===== config.mk =====
export PLATFORM = sky130hd
export DESIGN_NAME = tlic_top
export DESIGN_NICKNAME = d
export VERILOG_FILES = /design/src/verilog/tlic_pkg.sv /design/src/verilog/tlic_arbiter.sv /design/src/verilog/tlic_top.sv
export SDC_FILE = /design/constraint.sdc
export NUM_CORES = 1
export LEC_CHECK = 0
export ABC_AREA = 1
export BUFFER_PORTS_ARGS = -buffer_cell sky130_fd_sc_hd__buf_4
export CAP_MARGIN = 15
export CORE_MARGIN = 5
export CORE_UTILIZATION = 60
export CTS_BUF_LIST = sky130_fd_sc_hd__clkbuf_8
export DETAILED_ROUTE_END_ITERATION = 16
export HOLD_SLACK_MARGIN = 0.12
export PLACE_DENSITY = 0.92
export SYNTH_ARGS = -nofsm -noshare
export SYNTH_HDL_FRONTEND = slang
export SYNTH_SLANG_ARGS = --single-unit
export TNS_END_PERCENT = 50

===== constraint.sdc =====
create_clock -name i_ref_clk -period 3.5 [get_ports i_ref_clk]
set_input_delay 0.525 -clock i_ref_clk [delete_from_list [all_inputs] [get_ports i_ref_clk]]
set_output_delay 0.525 -clock i_ref_clk [all_outputs]
set_load 0.01 [all_outputs]

===== src/verilog/tlic_pkg.sv =====
// Purpose: Constants, register map and carrier types for the two-level interrupt controller
// Assumes: Avalon-MM slave with 32-bit data, word-aligned byte addresses
// Notes: Sources are numbered by their fixed tie-break order, 0 served first
//
// Overview of operation
// - Twenty-three sources, each with a pending flag software can read and write.
// - A source event sets its pending flag whether or not it is enabled.
// - Enabled pending source raises a request; core calls that source's fixed vector.
// - Return from interrupt resumes the interrupted program at its next instruction.
// - A pending flag without its enable raises no request at all.
// - Each source has its own enable bit in one of three enable registers.
// - Global enable, bit 7 of enable register A, gates every individual enable.
// - Request during an enable clear may be taken only before a single-cycle instruction.
// - Some flags clear by hardware on vectoring; the rest software clears before returning.
// - A flag still set after return raises a new request at once.
// - Software writing 1 to a pending flag acts exactly like a hardware event.
// - Each source has a priority bit, low or high, resetting to low.
// - High priority preempts a low routine; nothing preempts a high routine.
// - Simultaneous requests: higher level first, ties by fixed source order.
// - Requests sampled and decoded each cycle; fastest response one cycle plus call.
// - After a return, exactly one further instruction runs before the next call.
// - Equal or lower priority waits until the routine returns plus one instruction.
// - Reset vectors to 0x0000; index n vectors to 0x0003 plus eight times n.
package tlic_pkg;
  localparam int unsigned NUM_SRC = 23;
  localparam int unsigned IDX_W = 5;
  localparam int unsigned VEC_W = 16;
  // Register byte offsets
  localparam logic [5:0] ADDR_PEND = 6'h00;
  localparam logic [5:0] ADDR_PEND_SET = 6'h04;
  localparam logic [5:0] ADDR_PEND_CLR = 6'h08;
  localparam logic [5:0] ADDR_EN_A = 6'h0C;
  localparam logic [5:0] ADDR_EN_B = 6'h10;
  localparam logic [5:0] ADDR_EN_C = 6'h14;
  localparam logic [5:0] ADDR_PRI_A = 6'h18;
  localparam logic [5:0] ADDR_PRI_B = 6'h1C;
  localparam logic [5:0] ADDR_PRI_C = 6'h20;
  localparam logic [5:0] ADDR_STATUS = 6'h24;
  // Field layout: register A holds sources 0..6 and the global enable at bit 7
  localparam int unsigned GLOBAL_EN_BIT = 7;
  localparam int unsigned GRP_A_LSB = 0;
  localparam int unsigned GRP_A_N = 7;
  localparam int unsigned GRP_B_LSB = 7;
  localparam int unsigned GRP_C_LSB = 15;
  localparam int unsigned GRP_BC_N = 8;
  // Vector table
  localparam logic [VEC_W-1:0] RESET_VECTOR = 16'h0000;
  localparam logic [VEC_W-1:0] VECTOR_BASE = 16'h0003;
  localparam logic [VEC_W-1:0] VECTOR_STEP = 16'h0008;
  // Default for sources whose flag hardware clears on vectoring (0,1,2,3,16)
  localparam logic [NUM_SRC-1:0] AUTO_CLR_DEFAULT = 23'h01000F;
  localparam logic [31:0] RD_UNMAPPED = 32'h0000_0000;

  // Core-side states, Gray coded along the usual idle-call-hold path
  typedef enum logic [1:0] {
    ST_IDLE = 2'b00,
    ST_CALL = 2'b01,
    ST_HOLD = 2'b11
  } tlic_state_e;

  // Vector call offered to the core
  typedef struct packed {
    logic [VEC_W-1:0] vector;
    logic [IDX_W-1:0] index;
    logic high;
  } tlic_call_s;
endpackage


===== src/verilog/tlic_arbiter.sv =====
// Purpose: Two-level fixed-order arbiter for interrupt requests
// Assumes: Bit 0 of the request vector is the first in tie-break order
// Notes: Purely combinational, decoded afresh on every cycle
`timescale 1ns/100ps
`default_nettype none
module tlic_arbiter #(
  parameter int unsigned N = tlic_pkg::NUM_SRC
) (
  input wire logic [N-1:0] i_req,
  input wire logic [N-1:0] i_high,
  output logic o_valid,
  output logic o_high,
  output logic [tlic_pkg::IDX_W-1:0] o_index
);
  // Lowest set bit wins inside a level
  function automatic logic [tlic_pkg::IDX_W-1:0] first_set(input logic [N-1:0] v);
    logic [tlic_pkg::IDX_W-1:0] idx;
    idx = '0;
    for (int i = N - 1; i >= 0; i--)
    begin
      if (v[i])
        idx = tlic_pkg::IDX_W'(i);
    end
    return idx;
  endfunction

  wire logic [N-1:0] req_hi = i_req & i_high;
  wire logic [N-1:0] req_lo = i_req & ~i_high;
  wire logic any_hi = |req_hi;

  // High level checked before the tie-break order
  assign o_valid = |i_req;
  assign o_high = any_hi;
  assign o_index = any_hi ? first_set(req_hi) : first_set(req_lo);
endmodule
`default_nettype wire


===== src/verilog/tlic_top.sv =====
// Purpose: Two-level interrupt controller with pending, enable and priority registers
// Assumes: Core pulses i_instr_done at each instruction end and i_irq_return at each return
// Notes: The core samples o_call_req at an instruction boundary and answers with i_call_ack
`timescale 1ns/100ps
`default_nettype none
module tlic_top #(
  parameter logic [tlic_pkg::NUM_SRC-1:0] AUTO_CLR = tlic_pkg::AUTO_CLR_DEFAULT
) (
  input wire logic i_ref_clk,
  input wire logic i_arst_n,
  // Avalon-MM slave
  input wire logic [5:0] i_avs_address,
  input wire logic i_avs_read,
  input wire logic i_avs_write,
  input wire logic [31:0] i_avs_writedata,
  input wire logic [3:0] i_avs_byteenable,
  output logic [31:0] o_avs_readdata,
  output logic o_avs_waitrequest,
  // Peripheral events, one-cycle pulses or levels
  input wire logic [tlic_pkg::NUM_SRC-1:0] i_src_event,
  // Core handshake
  input wire logic i_instr_done,
  input wire logic i_multi_cycle,
  input wire logic i_call_ack,
  input wire logic i_irq_return,
  output logic o_call_req,
  output logic [tlic_pkg::VEC_W-1:0] o_call_vector,
  output logic [tlic_pkg::IDX_W-1:0] o_call_index,
  output logic o_call_high,
  output logic [tlic_pkg::VEC_W-1:0] o_reset_vector,
  output logic [1:0] o_in_service
);
  localparam int unsigned N = tlic_pkg::NUM_SRC;

  // Vector address for a priority-order index
  function automatic logic [tlic_pkg::VEC_W-1:0] vec_of(input logic [tlic_pkg::IDX_W-1:0] idx);
    logic [tlic_pkg::VEC_W-1:0] off;
    off = tlic_pkg::VEC_W'(idx) * tlic_pkg::VECTOR_STEP;
    return tlic_pkg::VECTOR_BASE + off;
  endfunction

  // Packs per-source bits into register A, B or C layout
  function automatic logic [7:0] grp_pack(input logic [N-1:0] v, input logic [1:0] g);
    logic [7:0] r;
    r = '0;
    unique case (g)
      2'd0: r = {1'b0, v[tlic_pkg::GRP_A_LSB +: tlic_pkg::GRP_A_N]};
      2'd1: r = v[tlic_pkg::GRP_B_LSB +: tlic_pkg::GRP_BC_N];
      default: r = v[tlic_pkg::GRP_C_LSB +: tlic_pkg::GRP_BC_N];
    endcase
    return r;
  endfunction

  // Register state
  logic [N-1:0] pend_ff;
  logic [N-1:0] en_ff;
  logic [N-1:0] pri_ff;
  logic global_en_ff;
  logic [1:0] in_service_ff;
  logic [31:0] rdata_ff;
  logic rd_ack_ff;
  tlic_pkg::tlic_state_e state_ff;
  tlic_pkg::tlic_call_s call_ff;
  logic block_ff;
  logic [1:0] after_ret_ff;

  // Bus decode
  wire logic wr_lo = i_avs_write & i_avs_byteenable[0];
  wire logic wr_b1 = i_avs_write & i_avs_byteenable[1];
  wire logic wr_b2 = i_avs_write & i_avs_byteenable[2];
  wire logic [N-1:0] wmask = {{7{wr_b2}}, {8{wr_b1}}, {8{wr_lo}}};
  wire logic [N-1:0] wdata = i_avs_writedata[N-1:0];
  wire logic hit_pend = i_avs_address == tlic_pkg::ADDR_PEND;
  wire logic hit_set = i_avs_address == tlic_pkg::ADDR_PEND_SET;
  wire logic hit_clr = i_avs_address == tlic_pkg::ADDR_PEND_CLR;
  wire logic hit_en_a = wr_lo && i_avs_address == tlic_pkg::ADDR_EN_A;
  wire logic hit_en_b = wr_lo && i_avs_address == tlic_pkg::ADDR_EN_B;
  wire logic hit_en_c = wr_lo && i_avs_address == tlic_pkg::ADDR_EN_C;
  wire logic hit_pri_a = wr_lo && i_avs_address == tlic_pkg::ADDR_PRI_A;
  wire logic hit_pri_b = wr_lo && i_avs_address == tlic_pkg::ADDR_PRI_B;
  wire logic hit_pri_c = wr_lo && i_avs_address == tlic_pkg::ADDR_PRI_C;

  // Writes take one cycle; reads wait one cycle for registered data
  assign o_avs_waitrequest = i_avs_read & ~rd_ack_ff;
  assign o_avs_readdata = rdata_ff;

  // Pending: writing 1 to the direct or set address posts an event
  wire logic [N-1:0] sw_set = ((hit_pend | hit_set) ? wdata & wmask : '0);
  // Direct write of 0 or the clear address retires a flag
  wire logic [N-1:0] sw_clr = (hit_pend ? ~wdata & wmask : '0) |
                              (hit_clr ? wdata & wmask : '0);
  wire logic take = (state_ff == tlic_pkg::ST_CALL) & i_call_ack;
  wire logic [N-1:0] one_hot = N'(1) << call_ff.index;
  // Hardware clears only flags of auto-clear sources, on the vector call
  wire logic [N-1:0] hw_clr = take ? (one_hot & AUTO_CLR) : '0;
  // Events set regardless of enable, and win over any clear in the same cycle
  wire logic [N-1:0] nxt_pend = (pend_ff & ~(sw_clr | hw_clr)) | i_src_event | sw_set;

  // Enables and priorities in the three register groups
  // Group C carries eight sources, so its lane is a full byte
  wire logic [N-1:0] en_wmask = {{8{hit_en_c}}, {8{hit_en_b}}, {7{hit_en_a}}};
  wire logic [N-1:0] pri_wmask = {{8{hit_pri_c}}, {8{hit_pri_b}}, {7{hit_pri_a}}};
  wire logic [N-1:0] wgrp = {i_avs_writedata[7:0], i_avs_writedata[7:0],
                             i_avs_writedata[6:0]};
  wire logic [N-1:0] nxt_en = (en_ff & ~en_wmask) | (wgrp & en_wmask);
  wire logic [N-1:0] nxt_pri = (pri_ff & ~pri_wmask) | (wgrp & pri_wmask);
  wire logic nxt_global_en = hit_en_a ? i_avs_writedata[tlic_pkg::GLOBAL_EN_BIT]
                                      : global_en_ff;

  // Request: a pending flag counts only with its enable and the global enable
  wire logic [N-1:0] req = global_en_ff ? (pend_ff & en_ff) : '0;
  wire logic arb_valid;
  wire logic arb_high;
  wire logic [tlic_pkg::IDX_W-1:0] arb_index;

  // Decoded every cycle from the current flags
  tlic_arbiter #(
    .N(N)
  ) u_arb (
    .i_req(req),
    .i_high(pri_ff),
    .o_valid(arb_valid),
    .o_high(arb_high),
    .o_index(arb_index)
  );

  // High may preempt only an idle or low level; low only an idle core
  wire logic may_preempt = arb_high ? ~in_service_ff[1] : (in_service_ff == 2'b00);
  // After a return exactly one instruction must finish before a new call
  // At 1 the next instruction end may already start the call
  wire logic ret_gate = after_ret_ff == 2'd2;
  wire logic eligible = arb_valid & may_preempt & ~ret_gate;
  // An enable cleared just before a multi-cycle instruction holds the request off
  wire logic cleared_en = (|(en_ff & ~nxt_en)) | (global_en_ff & ~nxt_global_en);
  wire logic nxt_block = cleared_en | (block_ff & ~i_instr_done);
  wire logic gate_ok = ~(block_ff & i_multi_cycle);

  // Call offer waits for an instruction boundary
  tlic_pkg::tlic_state_e nxt_state;
  always_comb
  begin
    nxt_state = state_ff;
    unique case (state_ff)
      tlic_pkg::ST_IDLE: if (eligible & i_instr_done & gate_ok) nxt_state = tlic_pkg::ST_CALL;
      tlic_pkg::ST_CALL: if (i_call_ack) nxt_state = tlic_pkg::ST_HOLD;
      tlic_pkg::ST_HOLD: nxt_state = tlic_pkg::ST_IDLE;
      default: nxt_state = tlic_pkg::ST_IDLE;
    endcase
  end

  // Call details latched from the arbiter when the offer starts
  wire logic start = (state_ff == tlic_pkg::ST_IDLE) & (nxt_state == tlic_pkg::ST_CALL);
  wire tlic_pkg::tlic_call_s nxt_call = start ? tlic_pkg::tlic_call_s'{
                                                  vector: vec_of(arb_index),
                                                  index: arb_index,
                                                  high: arb_high} : call_ff;

  // Markers: set per level on call, the highest active cleared on return
  wire logic [1:0] set_mark = take ? (call_ff.high ? 2'b10 : 2'b01) : 2'b00;
  wire logic [1:0] ret_mark = ~i_irq_return ? 2'b00 :
                              (in_service_ff[1] ? 2'b10 : 2'b01);
  wire logic [1:0] nxt_in_service = (in_service_ff & ~ret_mark) | set_mark;
  // Count: 2 after return, 1 once the return itself ends, 0 after one more instruction
  wire logic [1:0] nxt_after_ret = i_irq_return ? 2'd2 :
                                   (i_instr_done && after_ret_ff != 2'd0) ?
                                   after_ret_ff - 2'd1 : after_ret_ff;

  // Read mux
  logic [31:0] nxt_rdata;
  always_comb
  begin
    nxt_rdata = tlic_pkg::RD_UNMAPPED;
    unique case (i_avs_address)
      tlic_pkg::ADDR_PEND: nxt_rdata = 32'(pend_ff);
      tlic_pkg::ADDR_EN_A: nxt_rdata = {24'h000000, global_en_ff,
                                        en_ff[tlic_pkg::GRP_A_LSB +: tlic_pkg::GRP_A_N]};
      tlic_pkg::ADDR_EN_B: nxt_rdata = 32'(grp_pack(en_ff, 2'd1));
      tlic_pkg::ADDR_EN_C: nxt_rdata = 32'(grp_pack(en_ff, 2'd2));
      tlic_pkg::ADDR_PRI_A: nxt_rdata = 32'(grp_pack(pri_ff, 2'd0));
      tlic_pkg::ADDR_PRI_B: nxt_rdata = 32'(grp_pack(pri_ff, 2'd1));
      tlic_pkg::ADDR_PRI_C: nxt_rdata = 32'(grp_pack(pri_ff, 2'd2));
      tlic_pkg::ADDR_STATUS: nxt_rdata = {23'h000000, call_ff.index, state_ff, in_service_ff};
      default: nxt_rdata = tlic_pkg::RD_UNMAPPED;
    endcase
  end
  wire logic nxt_rd_ack = i_avs_read & ~rd_ack_ff;

  // Register bank; priority bits reset to low
  always_ff @(posedge i_ref_clk or negedge i_arst_n)
  begin
    if (!i_arst_n)
    begin
      pend_ff <= '0;
      en_ff <= '0;
      pri_ff <= '0;
      global_en_ff <= 1'b0;
      rdata_ff <= '0;
      rd_ack_ff <= 1'b0;
    end
    else
    begin
      pend_ff <= nxt_pend;
      en_ff <= nxt_en;
      pri_ff <= nxt_pri;
      global_en_ff <= nxt_global_en;
      rdata_ff <= nxt_rdata;
      rd_ack_ff <= nxt_rd_ack;
    end
  end

  // Sequencing state
  always_ff @(posedge i_ref_clk or negedge i_arst_n)
  begin
    if (!i_arst_n)
    begin
      state_ff <= tlic_pkg::ST_IDLE;
      call_ff <= '0;
      in_service_ff <= 2'b00;
      block_ff <= 1'b0;
      after_ret_ff <= 2'd0;
    end
    else
    begin
      state_ff <= nxt_state;
      call_ff <= nxt_call;
      in_service_ff <= nxt_in_service;
      block_ff <= nxt_block;
      after_ret_ff <= nxt_after_ret;
    end
  end

  // Core-facing outputs
  assign o_call_req = state_ff == tlic_pkg::ST_CALL;
  assign o_call_vector = call_ff.vector;
  assign o_call_index = call_ff.index;
  assign o_call_high = call_ff.high;
  assign o_reset_vector = tlic_pkg::RESET_VECTOR;
  assign o_in_service = in_service_ff;
endmodule
`default_nettype wire


### After elaboration in Yosys (flattened, before gate mapping)

Cells that the tools add are included.

* flip-flop bits (word level): 132
* bits of input ports: 73
* logic and storage cells: 155
* output and inout port bits: 74

* $add $sub $neg: 2
* bitwise logic cells: 48
* muxes and demuxes: 64
* reductions and logical operators: 15
* shifts and indexed selects: 1
* equality and inequality tests: 12

Operators with widths (number)
* bitwise AND 23 bit: 11
* two-way mux 5 bit: 47
* one-hot mux 23 bit (8 select lines): 1
* inverter 23 bit: 6
* bitwise OR 23 bit: 5
* two-way mux 23 bit: 4
* OR reduction 23 bit: 3
* equality test 6 x 5 -> 1 bit, second input constant: 4
* bitwise OR 23 x 17 -> 23 bit: 1
* two-way mux 17 bit: 1
* << shifter 1 x 5 -> 17 bit, first input constant: 1
* two-way mux 2 bit: 8
* bitwise AND 1 bit: 13
* equality test 6 x 4 -> 1 bit, second input constant: 2
* equality test 6 bit, second input constant: 2
* adder 2 x 8 -> 9 bit, first input constant: 1
* logical AND 1 bit: 7
* equality test 6 x 3 -> 1 bit, second input constant: 1
* zero test 6 bit: 1
* inverter 1 bit: 6
* equality test 2 x 1 -> 1 bit, second input constant: 2
* zero test 2 bit: 2
* one-hot mux 2 bit (2 select lines): 1
* nonzero test 2 bit: 2
* 7 further kinds: 10

### Depth between registers and ports, before layout

* depth in word-level cells: 28
* gate-level depth with buffers: 25
* depth with buffers taken out: 24

### By module

Synthesis repeated with hierarchy kept, for this count alone.

* cell total of the unflattened synthesis: 898
* area, all modules: 6506.2 µm²

By module, submodules not included
* tlic_top: cells an instance 702, area each 5642.9 µm², seq. area each 2702.6 µm², instances 1
* tlic_arbiter: cells an instance 196, area each 863.3 µm², seq. area each 0.0 µm², instances 1

### Worst setup path after synthesis

No wires, ideal clock.

* path type: input -> register
* from: in i_avs_address[1]
* to: reg block_ff
* cell stages on the path: 13
* data required time: 3.356 ns
* setup time: 0.144 ns
* buffers on the path: 1
* path slack: 1.443 ns
* arrival time: 1.913 ns
* cells stage by stage: nor2_2 > inv_2 > nor2_2 > nand2_2 > nor2_4 > buf_6 > nand2_1 > nand2_1 > inv_1 > a221oi_2 > nand2_1 > nor4_1 > o2111ai_1

* word-level cells in the longest chain between the ends: 10
* elaborated cells on any way between the ends: 18
* those cells by class: 3 x eq/ne; 1 x mux; 10 x bitwise; 4 x reduce/logical

RTL lines
* start, declared: line tlic_top.sv:12 `input wire logic [5:0] i_avs_address,`
* equality test 6 x 4 -> 1 bit (*): line tlic_top.sv:76 `wire logic hit_en_a = wr_lo && i_avs_address == tlic_pkg::ADDR_EN_A;`
* logical AND 1 bit (*): line tlic_top.sv:76
* inverter 23 bit: line tlic_top.sv:105 `wire logic [N-1:0] nxt_en = (en_ff & ~en_wmask) | (wgrp & en_wmask);`
* bitwise AND 23 bit: line tlic_top.sv:105
* bitwise OR 23 bit (*): line tlic_top.sv:105
* via nxt_en[5]: line tlic_top.sv:105
* inverter 23 bit (*): line tlic_top.sv:134 `wire logic cleared_en = (|(en_ff & ~nxt_en)) | (global_en_ff & ~nxt_global_en);`
* bitwise AND 23 bit (*): line tlic_top.sv:134
* OR reduction 23 bit (*): line tlic_top.sv:134
* bitwise OR 1 bit (*): line tlic_top.sv:134
* bitwise OR 1 bit (*): line tlic_top.sv:135 `wire logic nxt_block = cleared_en | (block_ff & ~i_instr_done);`
* via nxt_block: line tlic_top.sv:135
* end signal, assigned: line tlic_top.sv:227 `block_ff <= nxt_block;`
* end, declared: line tlic_top.sv:64 `logic block_ff;`

Mark *: on every way through the listed nets, which the timed path passes. The rest lies on a longest branch.
A chain may end at the register's enable or synchronous reset.

### Final worst setup path

* from: reg global_en_ff
* to: reg call_ff (netlist bit o_call_index[1])

* word-level cells in the longest chain between the ends: 26
* elaborated cells on any way between the ends: 61
* those cells by class: 1 x eq/ne; 51 x mux; 7 x bitwise; 2 x reduce/logical

RTL lines
* start, declared: line tlic_top.sv:58 `logic global_en_ff;`
* start signal, assigned: line tlic_top.sv:205 `global_en_ff <= nxt_global_en;`
* two-way mux 23 bit (*): line tlic_top.sv:111 `wire logic [N-1:0] req = global_en_ff ? (pend_ff & en_ff) : '0;`
* bitwise AND 23 bit, on equally long branches: line tlic_arbiter.sv:28, tlic_arbiter.sv:27
* two-way mux 5 bit (23 in series): line tlic_arbiter.sv:21 `if (v[i])`
* two-way mux 5 bit: line tlic_arbiter.sv:34 `assign o_index = any_hi ? first_set(req_hi) : first_set(req_lo);`
* end signal, assigned: line tlic_top.sv:225 `call_ff <= nxt_call;`
* end, declared: line tlic_top.sv:63 `tlic_pkg::tlic_call_s call_ff;`

Mark *: on every way between the ends. The rest lies on a longest branch, timed or not.

==> impl_metrics.py <==
metrics = {
    "outcome": {
        "outcome": "completed",
    },
    "floorplanning": {
        "die_area_um2": 12500,
        "core_um2": 10200,
        "die_y_um": 112,
        "ios": 147,
        "initial_utilization": 0.608,
        "rows": 37,
        "die_w_um": 112,
    },
    "grt": {
        "grt_max_degree": 66,
        "track_usage": 0.290,
        "antenna_found_initial": 0,
        "grt_pass1_vias": 5770,
        "grt_pass1_wl_mm": 28.6,
        "grt.overflow.total": 0,
    },
    "sta": {
        "setup_tns_ns": 0,
        "finalMaxSlewViolations": 0,
        "max_freq_ghz": 0.422,
        "setup_viol_count_final": 0,
        "fin_skew_ns": 0.0106,
        "timing.slew.headroom": 0.451,
        "fin_crit_sh": 0.677,
        "worst_pin_slew_ns": 0.823,
        "timing.hold.ws_ns": 0.221,
        "period_needed_ns": 2.37,
        "hold_viol_final": 0,
        "rsz0062_at_grt": "no",
    },
    "yosys": {
        "synthArstFlopShare": 1.00,
        "yosys.area_share.simple": 0.244,
        "ys_seq_area_frac": 0.435,
        "synth_compound_area_frac": 0.173,
        "synth_edf_count": 0,
        "syn_area_um2": 6220,
        "synth_mux_area_frac": 0.00181,
        "yosys_warnings": 0,
        "ys_seq_elements": 108,
        "syn_inst": 840,
        "synth_xor_area_frac": 0,
        "synth_top_family_by_area": "simple AND/OR/NAND/NOR gates",
        "synth_flop_cell": "dfrtp_1",
        "synthAdderAreaFrac": 0.00402,
        "synth_area_per_cell_um2": 7.40,
        "synthDistinctLibCells": 36,
    },
    "route": {
        "via_per_inst": 5.75,
        "drt_iter0_drc": 694,
        "drc": 0,
        "firstDrtPassIters": 5,
        "vias": 6201,
        "avgRoutedWirePerCell_um": 17.1,
        "ant_nets": 0,
        "routed_wl_mm": 18.5,
    },
    "setup_path": {
        "slowest_stage": "nor3_1",
        "worstPathRequired_ns": 3.83,
        "cp-start-kind": "flop",
        "r2r_setup_slack_ns": 1.13,
        "worstSetupEndpointType": "flop",
        "cpLargestDelayFamily": "simple AND/OR/NAND/NOR gates",
        "r2r_start": "global_en_ff",
        "cp_max_fo": 9,
        "crit_type": "flop to flop",
        "crit_chain": "inv_2 > nor3_1 > nor4_1 > a221oi_1 > o21ai_2 > nor2_2 > inv_2 > nor2_2 > nand3_1 > nand2_1",
        "rr_worst_depth": 10,
        "crit_buf_inv": 2,
        "critPathArrivalTime_ns": 2.69,
        "cpPeakStageDelay_ns": 0.53,
        "worstReg2RegEnd": "o_call_index[1]",
    },
    "cts": {
        "numCtsBuffers": 9,
        "cts_sinks": 108,
        "postCtsSetupRepairBufs": 0,
        "cts_tree": "done",
        "clkTransAtPathRegs_ns": 0.11,
        "ctsHoldBuffers": 0,
        "cts_resized": 0,
        "cts.path.max_buffers": 2,
        "cts_root_buffer": "clkbuf_8",
        "clock_latency_ns": 0.38,
        "cts_max_level": 3,
    },
    "final_layout": {
        "final_cell_count_no_fill": 1079,
        "area_growth_pct": 15.2,
        "fillers": 856,
        "drive_gt1_frac": 0.158,
        "nets": 1013,
        "num_antenna_cells": 0,
    },
    "job": {
        "drv_cap": 0,
    },
    "place": {
        "dp_cells": 1063,
        "gp_congestion": 1.04,
        "port-buffer-count": 102,
        "dp_hpwl_mm": 14.3,
    },
    "worst_hold_path": {
        "holdCritPathClass": "primary input to async pin",
    },
    "power": {
        "power_mw": 3.14,
        "peakVddDrop_mv": 0.240,
        "pwr_density_cell_nw_per_um2": 439,
        "leakage_nw": 3.62,
    },
}
-- worst max-delay path by stage --
| stage | start | endpoint | slack, ns | cells past startpoint |
|---|---|---|---|---|
| after floorplan | i_avs_address[1] | block_ff | 1.44 | 13 |
| after global placement | i_avs_address[1] | block_ff | 0.86 | 13 |
| after detailed placement | i_avs_address[1] | block_ff | 0.81 | 13 |
| after CTS | global_en_ff | o_call_index[1] | 1.17 | 10 |
| after global routing | i_avs_address[1] | block_ff | 0.85 | 13 |
| final | global_en_ff | o_call_index[1] | 1.13 | 10 |
-- cell type report --
cell class | count | area [um^2] | area share
timing repair buffer | 111 | 833 | 0.116
clock inverter | 6 | 46.3 | 0.00646
inverter | 134 | 503 | 0.0702
multi-input combinational | 574 | 2770 | 0.387
clock buffer | 10 | 138 | 0.0192
sequential | 108 | 2700 | 0.377
tap | 136 | 170 | 0.0238
-- routing by layer --
| layer | track usage | part of all wire | up-vias | wire (um) |
|---|---|---|---|---|
| li1 | - | - | 2900 | - |
| met1 | 0.391 | 0.38 | 2825 | 6990 |
| met2 | 0.462 | 0.47 | 414 | 8720 |
| met3 | 0.0489 | 0.11 | 62 | 2030 |
| met4 | 0.127 | 0.040 | 0 | 735 |
| met5 | 0 | 0 | - | 0 |
-- power by group --
group / internal, mW / total, mW / switching, mW
clock: 0.284 / 0.742 / 0.458
combinational: 0.333 / 0.910 / 0.576
sequential: 1.37 / 1.49 / 0.125
total: 1.98 / 3.14 / 1.16
-- per-stage QoR --
step	setup WS, ns	cell area [um^2]	util
after detailed placement	0.807	6980	0.682
after floorplan	1.44	6340	-
final	1.13	7160	0.700
after global placement	0.861	6980	0.682
after global routing	0.852	7160	0.700
after CTS	1.17	7160	0.700
-- layout by cell type, fill, tap and decap left out, types with 3 or more instances in the layout --
cell type	count
nor4_1	6
nor2_1	93
conb_1	34
o22ai_1	10
inv_2	5
nand3_1	48
nand4_1	12
nor2_2	6
clkbuf_8	10
nor3_1	11
o211ai_1	4
dfrtp_1	108
buf_4	111
a21oi_1	10
a22oi_1	11
a31oi_1	39
a221oi_1	8
inv_1	128
nand2_1	173
nor2_4	3
o21ai_0	82
o2111ai_1	8
-- kinds of logic (layout without fill, tap and decap cells) --
kind of cell | Yosys count | count (layout)
adder cells (fa/ha/maj) | 2 | 2
multiplexers | 1 | 1
buffers and inverters | 191 | 261
other | 1 | 34
AND/OR/NAND/NOR | 358 | 358
flip-flops | 108 | 108
AO/OA/AOI/OAI | 179 | 179
-- synth_stat cells, drive strengths merged, types with 4 or more instances --
library cell / instances / area share
nor4: 8 / 0.0091
nand3: 48 / 0.039
clkbuf: 13 / 0.0078
o211ai: 4 / 0.0048
a21oi: 10 / 0.0080
nor3: 12 / 0.0097
a31oi: 39 / 0.039
o22ai: 10 / 0.010
nor2: 102 / 0.068
nand2: 174 / 0.11
nand4: 12 / 0.012
a22oi: 11 / 0.013
o21ai: 85 / 0.069
a221oi: 9 / 0.014
buf: 44 / 0.053
o2111ai: 8 / 0.011
dfrtp: 108 / 0.43
inv: 133 / 0.080
No activity file was read; power rests on OpenSTA's default activity.
